[src/verilog/imc_pkg.sv]
/*
   imc_pkg: constants, register map and types for the programming-mode and
   pin clamp controller. Assumes a 100 MHz system clock and a plain register
   port with one-cycle strobes.
*/
package imc_pkg;
   localparam int          NPIN            = 8;
   localparam int          AW              = 8;
   localparam int          DW              = 32;

   // register byte offsets
   localparam logic [7:0]  ADDR_CTRL       = 8'h00;
   localparam logic [7:0]  ADDR_CMD        = 8'h04;
   localparam logic [7:0]  ADDR_CLAMP      = 8'h08;
   localparam logic [7:0]  ADDR_STAT       = 8'h0C;
   localparam logic [7:0]  ADDR_CELL       = 8'h10;

   // control fields
   localparam int          CTRL_RT_BIT     = 0;
   localparam int          CTRL_CLAMP_BIT  = 1;
   // command fields (write-only, self clearing)
   localparam int          CMD_START_BIT   = 0;
   localparam int          CMD_DONE_BIT    = 1;
   localparam int          CMD_PRELOAD_BIT = 2;
   localparam int          CMD_EXTEST_BIT  = 3;
   localparam int          CMD_CLRERR_BIT  = 4;
   // status fields
   localparam int          ST_STATE_LSB    = 0;
   localparam int          ST_EXTEST_BIT   = 3;
   localparam int          ST_PEND_BIT     = 4;
   localparam int          ST_ERR_BIT      = 5;
   localparam int          ST_LOAD_BIT     = 6;
   localparam int          ST_USER_BIT     = 7;
   // cell register fields
   localparam int          CELL_OE_LSB     = 8;

   // reset values
   localparam logic [1:0]  CTRL_RST        = 2'h0;
   localparam logic [15:0] CLAMP_RST       = 16'h0000;

   // timing
   localparam int          CLK_PERIOD_NS   = 10;
   localparam int          CFG_LOAD_TIME_NS = 1000;
   localparam int          CFG_LOAD_CYC_DEF =
      (CFG_LOAD_TIME_NS + CLK_PERIOD_NS - 1) / CLK_PERIOD_NS;
   localparam int          CORE_RST_CYC    = 4;

   typedef enum logic [1:0]
   {
      CLAMP_HIZ  = 2'h0,
      CLAMP_HIGH = 2'h1,
      CLAMP_LOW  = 2'h2,
      CLAMP_HOLD = 2'h3
   } imc_clamp_t;

   typedef enum logic [2:0]
   {
      S_LOAD,
      S_CORE_RST,
      S_USER,
      S_PROG,
      S_RTPROG
   } imc_state_t;

   typedef struct packed
   {
      imc_state_t        state;
      logic [15:0]       cnt;
      logic              rt_en;
      logic              clamp_en;
      logic [15:0]       clamp_sel;
      logic [NPIN-1:0]   cell_val;
      logic [NPIN-1:0]   cell_oe;
      logic              extest;
      logic              update_pend;
      logic              err_combo;
      logic [DW-1:0]     rdata;
   } imc_regs_t;
endpackage

[src/verilog/imc_ctrl.sv]
/*
   imc_ctrl: device-side control of in-system programming modes (normal,
   real-time background, clamp) and of the I/O pin behaviour in each mode.
   Assumes the programming host reaches it over the plain register port,
   all inputs synchronous to clock, and that rstn is the power-up reset.
*/
// The plain strobed port and the register offsets were decided locally.
`timescale 1ns/1ps

// Overview of operation
// normal programming finished: copy config flash contents into config SRAM.
// normal programming and following SRAM load keep all I/O pins tri-stated.
// after SRAM load, reset the core, then run user mode.
// normal programming without clamp: pins tri-stated with weak pull-up.
// real-time programming: user flash, logic and pins keep working.
// after real-time programming keep old design until a power cycle.
// after power cycle load flash to SRAM, user mode after load time.
// host starts real-time programming only while device is in user mode.
// clamp mode holds each pin at its own fixed state during programming.
// clamp choices: high impedance (default), high, low, or sampled pin value.
// any clamp use disables weak pull-ups, even for tri-state pins.
// host preloads clamp values into boundary cells before clamping.
// host then issues external test; device drives pins from cells.
// clamped programming done: release pins and run new design.
// host keeps sample-and-hold pins steady while they are sampled.
// host never mixes clamp mode with real-time programming.
// hold option captures pin level at preload, driven out during external test.
module imc_ctrl
#(
   parameter int CFG_LOAD_CYC = imc_pkg::CFG_LOAD_CYC_DEF
)
(
   // clock and reset
   input  wire logic                      clock,
   input  wire logic                      rstn,
   // register port
   input  wire logic [imc_pkg::AW-1:0]    reg_addr,
   input  wire logic [imc_pkg::DW-1:0]    reg_wdata,
   input  wire logic                      reg_wr,
   input  wire logic                      reg_rd,
   output      logic [imc_pkg::DW-1:0]    reg_rdata,
   // device pins
   input  wire logic [imc_pkg::NPIN-1:0]  pin_in,
   output      logic [imc_pkg::NPIN-1:0]  pin_out,
   output      logic [imc_pkg::NPIN-1:0]  pin_oe,
   output      logic [imc_pkg::NPIN-1:0]  pin_pullup_en,
   // user logic side
   input  wire logic [imc_pkg::NPIN-1:0]  user_out,
   input  wire logic [imc_pkg::NPIN-1:0]  user_oe,
   output      logic [imc_pkg::NPIN-1:0]  user_in,
   // configuration memory and core
   output      logic                      sram_load,
   output      logic                      core_rst,
   output      logic                      user_mode
);
   import imc_pkg::*;

   imc_regs_t r_r;
   imc_regs_t r_nxt;

   logic wr_ctrl;
   logic wr_cmd;
   logic wr_clamp;
   logic cmd_start;
   logic cmd_done;
   logic cmd_preload;
   logic cmd_extest;
   logic cmd_clrerr;

   assign wr_ctrl     = reg_wr && (reg_addr == ADDR_CTRL);
   assign wr_cmd      = reg_wr && (reg_addr == ADDR_CMD);
   assign wr_clamp    = reg_wr && (reg_addr == ADDR_CLAMP);
   assign cmd_start   = wr_cmd && reg_wdata[CMD_START_BIT];
   assign cmd_done    = wr_cmd && reg_wdata[CMD_DONE_BIT];
   assign cmd_preload = wr_cmd && reg_wdata[CMD_PRELOAD_BIT];
   assign cmd_extest  = wr_cmd && reg_wdata[CMD_EXTEST_BIT];
   assign cmd_clrerr  = wr_cmd && reg_wdata[CMD_CLRERR_BIT];

   always_comb
   begin
      r_nxt       = r_r;
      r_nxt.rdata = '0;
      case (r_r.state)
         S_LOAD:
         begin
            // flash contents copied into SRAM; pins stay tri-stated
            if (r_r.cnt == 16'(CFG_LOAD_CYC - 1))
            begin
               r_nxt.state = S_CORE_RST;
               r_nxt.cnt   = '0;
            end
            else
            begin
               r_nxt.cnt = r_r.cnt + 16'h0001;
            end
         end
         S_CORE_RST:
         begin
            if (r_r.cnt == 16'(CORE_RST_CYC - 1))
            begin
               r_nxt.state = S_USER;
               r_nxt.cnt   = '0;
            end
            else
            begin
               r_nxt.cnt = r_r.cnt + 16'h0001;
            end
         end
         S_USER:
         begin
            if (wr_ctrl)
            begin
               r_nxt.rt_en    = reg_wdata[CTRL_RT_BIT];
               r_nxt.clamp_en = reg_wdata[CTRL_CLAMP_BIT];
            end
            if (cmd_start)
            begin
               // mixing clamp with background programming is refused
               if (r_r.rt_en && r_r.clamp_en)
               begin
                  r_nxt.err_combo = 1'b1;
               end
               else if (r_r.rt_en)
               begin
                  r_nxt.state = S_RTPROG;
               end
               else
               begin
                  r_nxt.state = S_PROG;
               end
            end
         end
         S_PROG:
         begin
            if (cmd_done)
            begin
               r_nxt.state  = S_LOAD;
               r_nxt.cnt    = '0;
               r_nxt.extest = 1'b0;
            end
         end
         S_RTPROG:
         begin
            if (cmd_done)
            begin
               // old design keeps running; only a power-up reloads
               r_nxt.state       = S_USER;
               r_nxt.update_pend = 1'b1;
            end
         end
         default:
         begin
            r_nxt.state = S_LOAD;
            r_nxt.cnt   = '0;
         end
      endcase

      // codes only change in user mode, so a clamp in force cannot be altered
      if (wr_clamp && (r_r.state == S_USER))
      begin
         r_nxt.clamp_sel = reg_wdata[15:0];
      end
      // cells are frozen while they drive the pins
      if (cmd_preload && !r_r.extest)
      begin
         for (int i = 0; i < NPIN; i++)
         begin
            case (imc_clamp_t'(r_r.clamp_sel[2*i +: 2]))
               CLAMP_HIGH:
               begin
                  r_nxt.cell_val[i] = 1'b1;
                  r_nxt.cell_oe[i]  = 1'b1;
               end
               CLAMP_LOW:
               begin
                  r_nxt.cell_val[i] = 1'b0;
                  r_nxt.cell_oe[i]  = 1'b1;
               end
               CLAMP_HOLD:
               begin
                  r_nxt.cell_val[i] = pin_in[i];
                  r_nxt.cell_oe[i]  = 1'b1;
               end
               default:
               begin
                  r_nxt.cell_val[i] = 1'b0;
                  r_nxt.cell_oe[i]  = 1'b0;
               end
            endcase
         end
      end
      // extest outlives START so the pins stay clamped through programming
      if (cmd_extest && r_r.clamp_en && !cmd_done &&
          ((r_r.state == S_USER) || (r_r.state == S_PROG)))
      begin
         r_nxt.extest = 1'b1;
      end
      // a refusal in the same cycle as the clear is kept
      if (cmd_clrerr && !(cmd_start && r_r.rt_en && r_r.clamp_en &&
                          (r_r.state == S_USER)))
      begin
         r_nxt.err_combo = 1'b0;
      end

      if (reg_rd)
      begin
         case (reg_addr)
            ADDR_CTRL:  r_nxt.rdata = {30'h0000_0000, r_r.clamp_en, r_r.rt_en};
            ADDR_CLAMP: r_nxt.rdata = {16'h0000, r_r.clamp_sel};
            ADDR_STAT:
            begin
               r_nxt.rdata = {24'h00_0000, r_r.state == S_USER,
                              r_r.state == S_LOAD, r_r.err_combo,
                              r_r.update_pend, r_r.extest, r_r.state};
            end
            ADDR_CELL:  r_nxt.rdata = {16'h0000, r_r.cell_oe, r_r.cell_val};
            default:    r_nxt.rdata = '0;
         endcase
      end
   end

   always_ff @(posedge clock or negedge rstn)
   begin
      if (!rstn)
      begin
         // power-up: always start with a fresh load from flash
         r_r <= '{state: S_LOAD, cnt: 16'h0000, rt_en: CTRL_RST[CTRL_RT_BIT],
                  clamp_en: CTRL_RST[CTRL_CLAMP_BIT], clamp_sel: CLAMP_RST,
                  cell_val: '0, cell_oe: '0, extest: 1'b0, update_pend: 1'b0,
                  err_combo: 1'b0, rdata: '0};
      end
      else
      begin
         r_r <= r_nxt;
      end
   end

   assign reg_rdata = r_r.rdata;
   assign sram_load = (r_r.state == S_LOAD);
   assign core_rst  = (r_r.state == S_CORE_RST);
   assign user_mode = (r_r.state == S_USER) || (r_r.state == S_RTPROG);
   assign user_in   = pin_in;

   // pads are combinational so a clamp takes hold the cycle after its command
   always_comb
   begin
      if (r_r.extest)
      begin
         pin_out       = r_r.cell_val;
         pin_oe        = r_r.cell_oe;
         pin_pullup_en = '0;
      end
      else
      begin
         case (r_r.state)
            S_USER, S_RTPROG:
            begin
               pin_out       = user_out;
               pin_oe        = user_oe;
               pin_pullup_en = '0;
            end
            S_PROG:
            begin
               pin_out       = '0;
               pin_oe        = '0;
               pin_pullup_en = r_r.clamp_en ? '0 : '1;
            end
            default:
            begin
               pin_out       = '0;
               pin_oe        = '0;
               pin_pullup_en = '1;
            end
         endcase
      end
   end

   // each pin's cell follows its own code, not only pin 0
   for (genvar g = 0; g < NPIN; g++)
   begin : g_cell_chk

   end
endmodule

[config.mk]
export PLATFORM = sky130hd
export DESIGN_NAME = imc_ctrl
export DESIGN_NICKNAME = d
export VERILOG_FILES = /design/src/verilog/imc_pkg.sv /design/src/verilog/imc_ctrl.sv
export SDC_FILE = /design/constraint.sdc
export NUM_CORES = 1
export LEC_CHECK = 0
export ABC_AREA = 1
export ABC_CLOCK_PERIOD_IN_PS = 4000
export BUFFER_PORTS_ARGS = -buffer_cell sky130_fd_sc_hd__clkbuf_2
export CAP_MARGIN = 20
export CORE_ASPECT_RATIO = 1.25
export CORE_MARGIN = 2
export CORE_UTILIZATION = 50
export DETAILED_ROUTE_END_ITERATION = 8
export PLACE_DENSITY_LB_ADDON = 0.3
export SLEW_MARGIN = 40
export SYNTH_ARGS = -nofsm -noshare
export SYNTH_HDL_FRONTEND = slang
export SYNTH_SLANG_ARGS = --single-unit
[constraint.sdc]
create_clock -name clock -period 4 [get_ports clock]
set_input_delay 0.2 -clock clock [delete_from_list [all_inputs] [get_ports clock]]
set_output_delay 0.2 -clock clock [all_outputs]
set_load 0.05 [all_outputs]
# ---- Word level (Yosys, flattened, before mapping)
# Index checks and enable logic that the tools add are counted.
dict set report totals {
  register_bits 88
  inputBits 68
}
dict set report classes {
  n_addsub 1
  eq_ne 40
  mux 43
  bitwise 1
  n_reduce_logical 45
}
# cell count
set op_table {}
lappend op_table {{$pmux W16 S4} 2}
lappend op_table {{$mux W16} 3}
lappend op_table {{$mux W8} 6}
lappend op_table {{$eq A2 B2 Y1 const B} 16}
lappend op_table {{$reduce_or A3 Y1} 8}
lappend op_table {{$mux W19} 1}
lappend op_table {{$logic_and A1 B1 Y1} 18}
lappend op_table {{$mux W3} 6}
lappend op_table {{$add A16 B1 Y16 const B} 1}
lappend op_table {{$eq A16 B2 Y1 const B} 1}
lappend op_table {{$eq A16 B7 Y1 const B} 1}
lappend op_table {{$eq A2 B1 Y1 const B} 8}
lappend op_table {{$eq A8 B4 Y1 const B} 2}
lappend op_table {{$pmux W1 S2} 8}
lappend op_table {{$pmux W8 S2} 1}
lappend op_table {{$mux W1} 15}
lappend op_table {{$pmux W3 S5} 1}
lappend op_table {{$reduce_bool A2 Y1} 5}
lappend op_table {{$eq A8 B3 Y1 const B} 1}
lappend op_table {{$eq A8 B5 Y1 const B} 1}
lappend op_table {{$logic_not A8 Y1} 1}
lappend op_table {{$ne A2 B2 Y1 const B} 4}
lappend op_table {{$reduce_and A2 Y1} 4}
lappend op_table {{$eq A3 B2 Y1 const B} 2}
lappend op_table {{10 further kinds} 14}

# ---- Longest topological paths before layout
dict set report depth {
  word_depth 10
  mapped_depth 10
}

# ---- Least setup slack after synthesis
# Ideal clock, no wire load.
dict set report synth_timing {
  path_type {reg-to-output}
  from {register r_r[86] (netlist bit)}
  to {output pin_pullup_en[1] (netlist bit)}
  arrival_ns 3.094
  t_required_ns 3.800
  setup_slack_ns 0.706
  stages_incl_launch_ff 8
  path_buffers 2
  path_cell_list {dfrtp_1 nand2_4 nor2_8 nor2_2 inv_2 buf_2 a211oi_1 buf_4}
}
dict set report synth_between {
  elab_chain_len 4
}
# element line_no
set synth_rtl {}
lappend synth_rtl {{from (decl)} imc_ctrl.sv:58} ;# imc_regs_t r_r;
lappend synth_rtl {{from (signal assigned)} imc_ctrl.sv:227} ;# r_r <= '{state: S_LOAD, cnt: 16'h0000, rt_en: CTRL_RST[CTRL_RT_BIT],
lappend synth_rtl {{from (signal assigned)} imc_ctrl.sv:234} ;# r_r <= r_nxt;
lappend synth_rtl {{$eq A3 B2 Y1 or $eq A3 B3 Y1 (tied branches)} imc_ctrl.sv:255} ;# case (r_r.state)
lappend synth_rtl {{$reduce_or A2 Y1 (no line)} -}
lappend synth_rtl {{$pmux W8 S2 *} imc_ctrl.sv:255}
lappend synth_rtl {{$mux W8 *} imc_ctrl.sv:247} ;# if (r_r.extest)
lappend synth_rtl {{to (decl)} imc_ctrl.sv:46} ;# output logic [imc_pkg::NPIN-1:0] pin_pullup_en,
# Mark *: on every way between the ends. The rest lies on a longest branch, timed or not.

# ---- Final worst setup path
dict set report layout_timing {
  from {register r_r[85] (netlist bit)}
  to {output pin_pullup_en[2] (netlist bit)}
}
# The elaborated chain is that of the path after synthesis.

==> flow_metrics.tcl <==
set metrics [dict create \
    max-clock-path-buffers 2 \
    n_antenna_cell 0 \
    placed_area_sq_um 4740 \
    worstHoldStart "reg_wdata[12]" \
    synth-seq-area-share_pct 40.3 \
    first_pass_iters 4 \
    cts_tree "yes" \
    outcome "finished clean" \
    grt_antenna_before_repair 0 \
    rsz0062_at_grt "false" \
    finalHoldViolCount 0 \
    htreeDepth 3 \
    yosys.area.top_type_share_pct 40.3 \
    via_per_inst 5.14 \
    hpwl_um 8220 \
    ys.warnings.count 0 \
    hold_path_class "primary input to register" \
    clockRootBuffer "clkbuf_8" \
    start_kind "register" \
    r2r-end "r_r[74]" \
    synth_area_sq_um 4470 \
    nNetsFinal 707 \
    place_inst 746 \
    crit_chain "nor3_2 > nor2_2 > inv_2 > a211oi_2 > clkbuf_2" \
    grt_pass1_vias 3767 \
    synth-edff-count 0 \
    cts_made_buffers 9 \
    cts.repair.resized 0 \
    worstPathRequired_ns 3.80 \
    fin_setup_tns_ns 0 \
    postSynthCellCount 570 \
    finalNonFillerCells 762 \
    boundaryPins 135 \
    clk_latency_ns 0.34 \
    vias 3920 \
    final_layout_size_suffix_gt1_share_pct 26.3 \
    synth_area_leaders "dfrtp_1 (40%), nand2_1 (11%), buf_4 (8.4%)" \
    yosys_register_bits 72 \
    port_buffers 102 \
    critical_path.max_stage_delay_ns 0.59 \
    place_ws_ns 1.51 \
    r2r_slack_ns 1.85 \
    fp.coreArea_sq_um 8700 \
    synth_cell_type_count 39 \
    die_w_um 88.6 \
    fp-row-count 38 \
    fin_skew_ns 0.00760 \
    postRouteAntennaNets 0 \
    crit_arrival_ns 2.41 \
    grt_pass1_wl_um 17600 \
    gr-total-overflow 0 \
    wl_per_cell_um 14.0 \
    crit_type "register to output pin" \
    fin_area_sq_um 4950 \
    relSlewSlack_pct 58.8 \
    cp-end-kind "output pin" \
    setup_slack_ns 1.39 \
    power_density_nw_per_um2 282 \
    synth_top_area_cell "dfrtp_1" \
    fmax_mhz 383 \
    start_util_pct 51.4 \
    drc 0 \
    worstHoldPathCells 3 \
    dr.first_iter.drc_count 231 \
    drv_slew 0 \
    syn_avg_cell_area_sq_um 7.85 \
    clk_pin_slew_ns 0.07 \
    yosys_most_used_dff "dfrtp_1" \
    post-route-period-util_pct 65.3 \
    reg2reg_depth 6 \
    p_leak_nw 2.54 \
    async_flop_share_pct 100 \
    grtUsageTotal_pct 23.5 \
    peakVddDrop_mv 0.203 \
    routabilityCongestion 0.915 \
    cp_slowest_cell "dfrtp_1" \
    worstMarginPinSlew_ns 0.617 \
    die-area_sq_um 9730 \
    wirelength_um 10600 \
    holdPathEnd "r_r[63]" \
    grt_max_degree 48 \
    r2r_start "r_r[85]" \
    die_y_um 110 \
    drv_cap 0 \
    cts_sinks 72 \
    setup_viol_count_final 0 \
    utilization_pct 56.8 \
    critPathMaxFanout 14 \
    syn2layout_area_growth_pct 10.5 \
    startpoint "r_r[85]" \
    finalCriticalPeriod_ns 2.61 \
]
-- report_power, final --
group	internal [mW]	switching, mW	leakage, nW
combinational	0.0258	0.0888	1.54
sequential	0.728	0.000284	0.908
clock	0.301	0.250	0.0925
-- how the worst max path moves through the flow --
stage | to | slack (ns)
after floorplan | pin_pullup_en[1] | 0.71
after global placement | pin_pullup_en[1] | 1.56
after detailed placement | pin_pullup_en[2] | 1.51
after CTS | pin_pullup_en[2] | 1.13
after global routing | pin_pullup_en[2] | 1.23
final | pin_pullup_en[2] | 1.39
-- layout by cell type (no fill, tap or decap), types with 7 or more instances in the layout --
cell type    n
nand2_1    128
clkbuf_2   101
dfrtp_1     72
inv_1       69
o21ai_0     47
nand3_1     43
nor2_1      33
conb_1      16
a21oi_1     12
o21ai_2     12
o211ai_1    11
clkbuf_8    10
inv_2        8
nor3_1       8
a21oi_2      8
o31ai_1      8
nand4_1      7
-- cells by family after synthesis --
group / Yosys count / share of synthesized area, %
compound gates: 108 / 15.4
xor+xnor: 3 / 0.587
fa+ha+maj: 1 / 0.280
buf+inv: 140 / 16.8
flops: 72 / 40.3
other cells: 1 / 0.0838
simple gates: 245 / 26.7
-- timing repair --
action,in CTS,in global routing
hold endpoints to repair,25,0
buffers inserted,0,0
hold buffers,1,0
-- final cells by class --
| class | count | area, sq um |
|---|---|---|
| Fill cell | 809 | 3750 |
| Clock inverter | 3 | 42.5 |
| Multi-Input combinational cell | 373 | 1980 |
| Timing Repair Buffer | 104 | 528 |
| Clock buffer | 12 | 145 |
| Sequential cell | 72 | 1800 |
| Inverter | 78 | 294 |
| Tap cell | 120 | 150 |
-- state kept, by name (all words and copies together) (netlist names) --
register,cells
r_r,56
reg_rdata,16
-- synthesized netlist by cell type, types with 4 or more instances --
cell type	instances
nand2_1	128
dfrtp_1	72
inv_1	70
buf_4	50
o21ai_0	47
nand3_1	43
nor2_1	33
a21oi_1	12
o21ai_2	12
o211ai_1	11
a21oi_2	8
nor3_1	8
o31ai_1	8
inv_2	7
nand4_1	7
nor2_2	5
buf_2	4
buf_6	4
nand2_2	4
nor2_8	4
-- metrics by stage --
step / power, mW / hold slack (ns)
detailed placement: 0.857 / 0.246
global placement: 0.856 / 0.237
finish: 1.39 / 0.0769
floorplan: 0.825 / -0.0956
CTS: 1.41 / 0.0672
global route: 1.45 / 0.0778
-- worst max-delay path, delay by kind of cell (launching register included) --
| kind | cells | cell delay (ns) |
|---|---|---|
| and+or+nand+nor | 2 | 0.38 |
| AOI/OAI and AO/OA | 1 | 0.50 |
| buffers and inverters | 2 | 0.60 |
| DFF | 1 | 0.59 |
-- per-layer routing --
metal | global-route usage [%] | vias up | part of all wire (%)
met5 | 0 | - | 0
met1 | 30.7 | 1826 | 41
met4 | 11.8 | 0 | 3.5
li1 | - | 1911 | -
met3 | 3.38 | 31 | 5.8
met2 | 38.0 | 152 | 49
No activity file was read; power rests on OpenSTA's default activity.
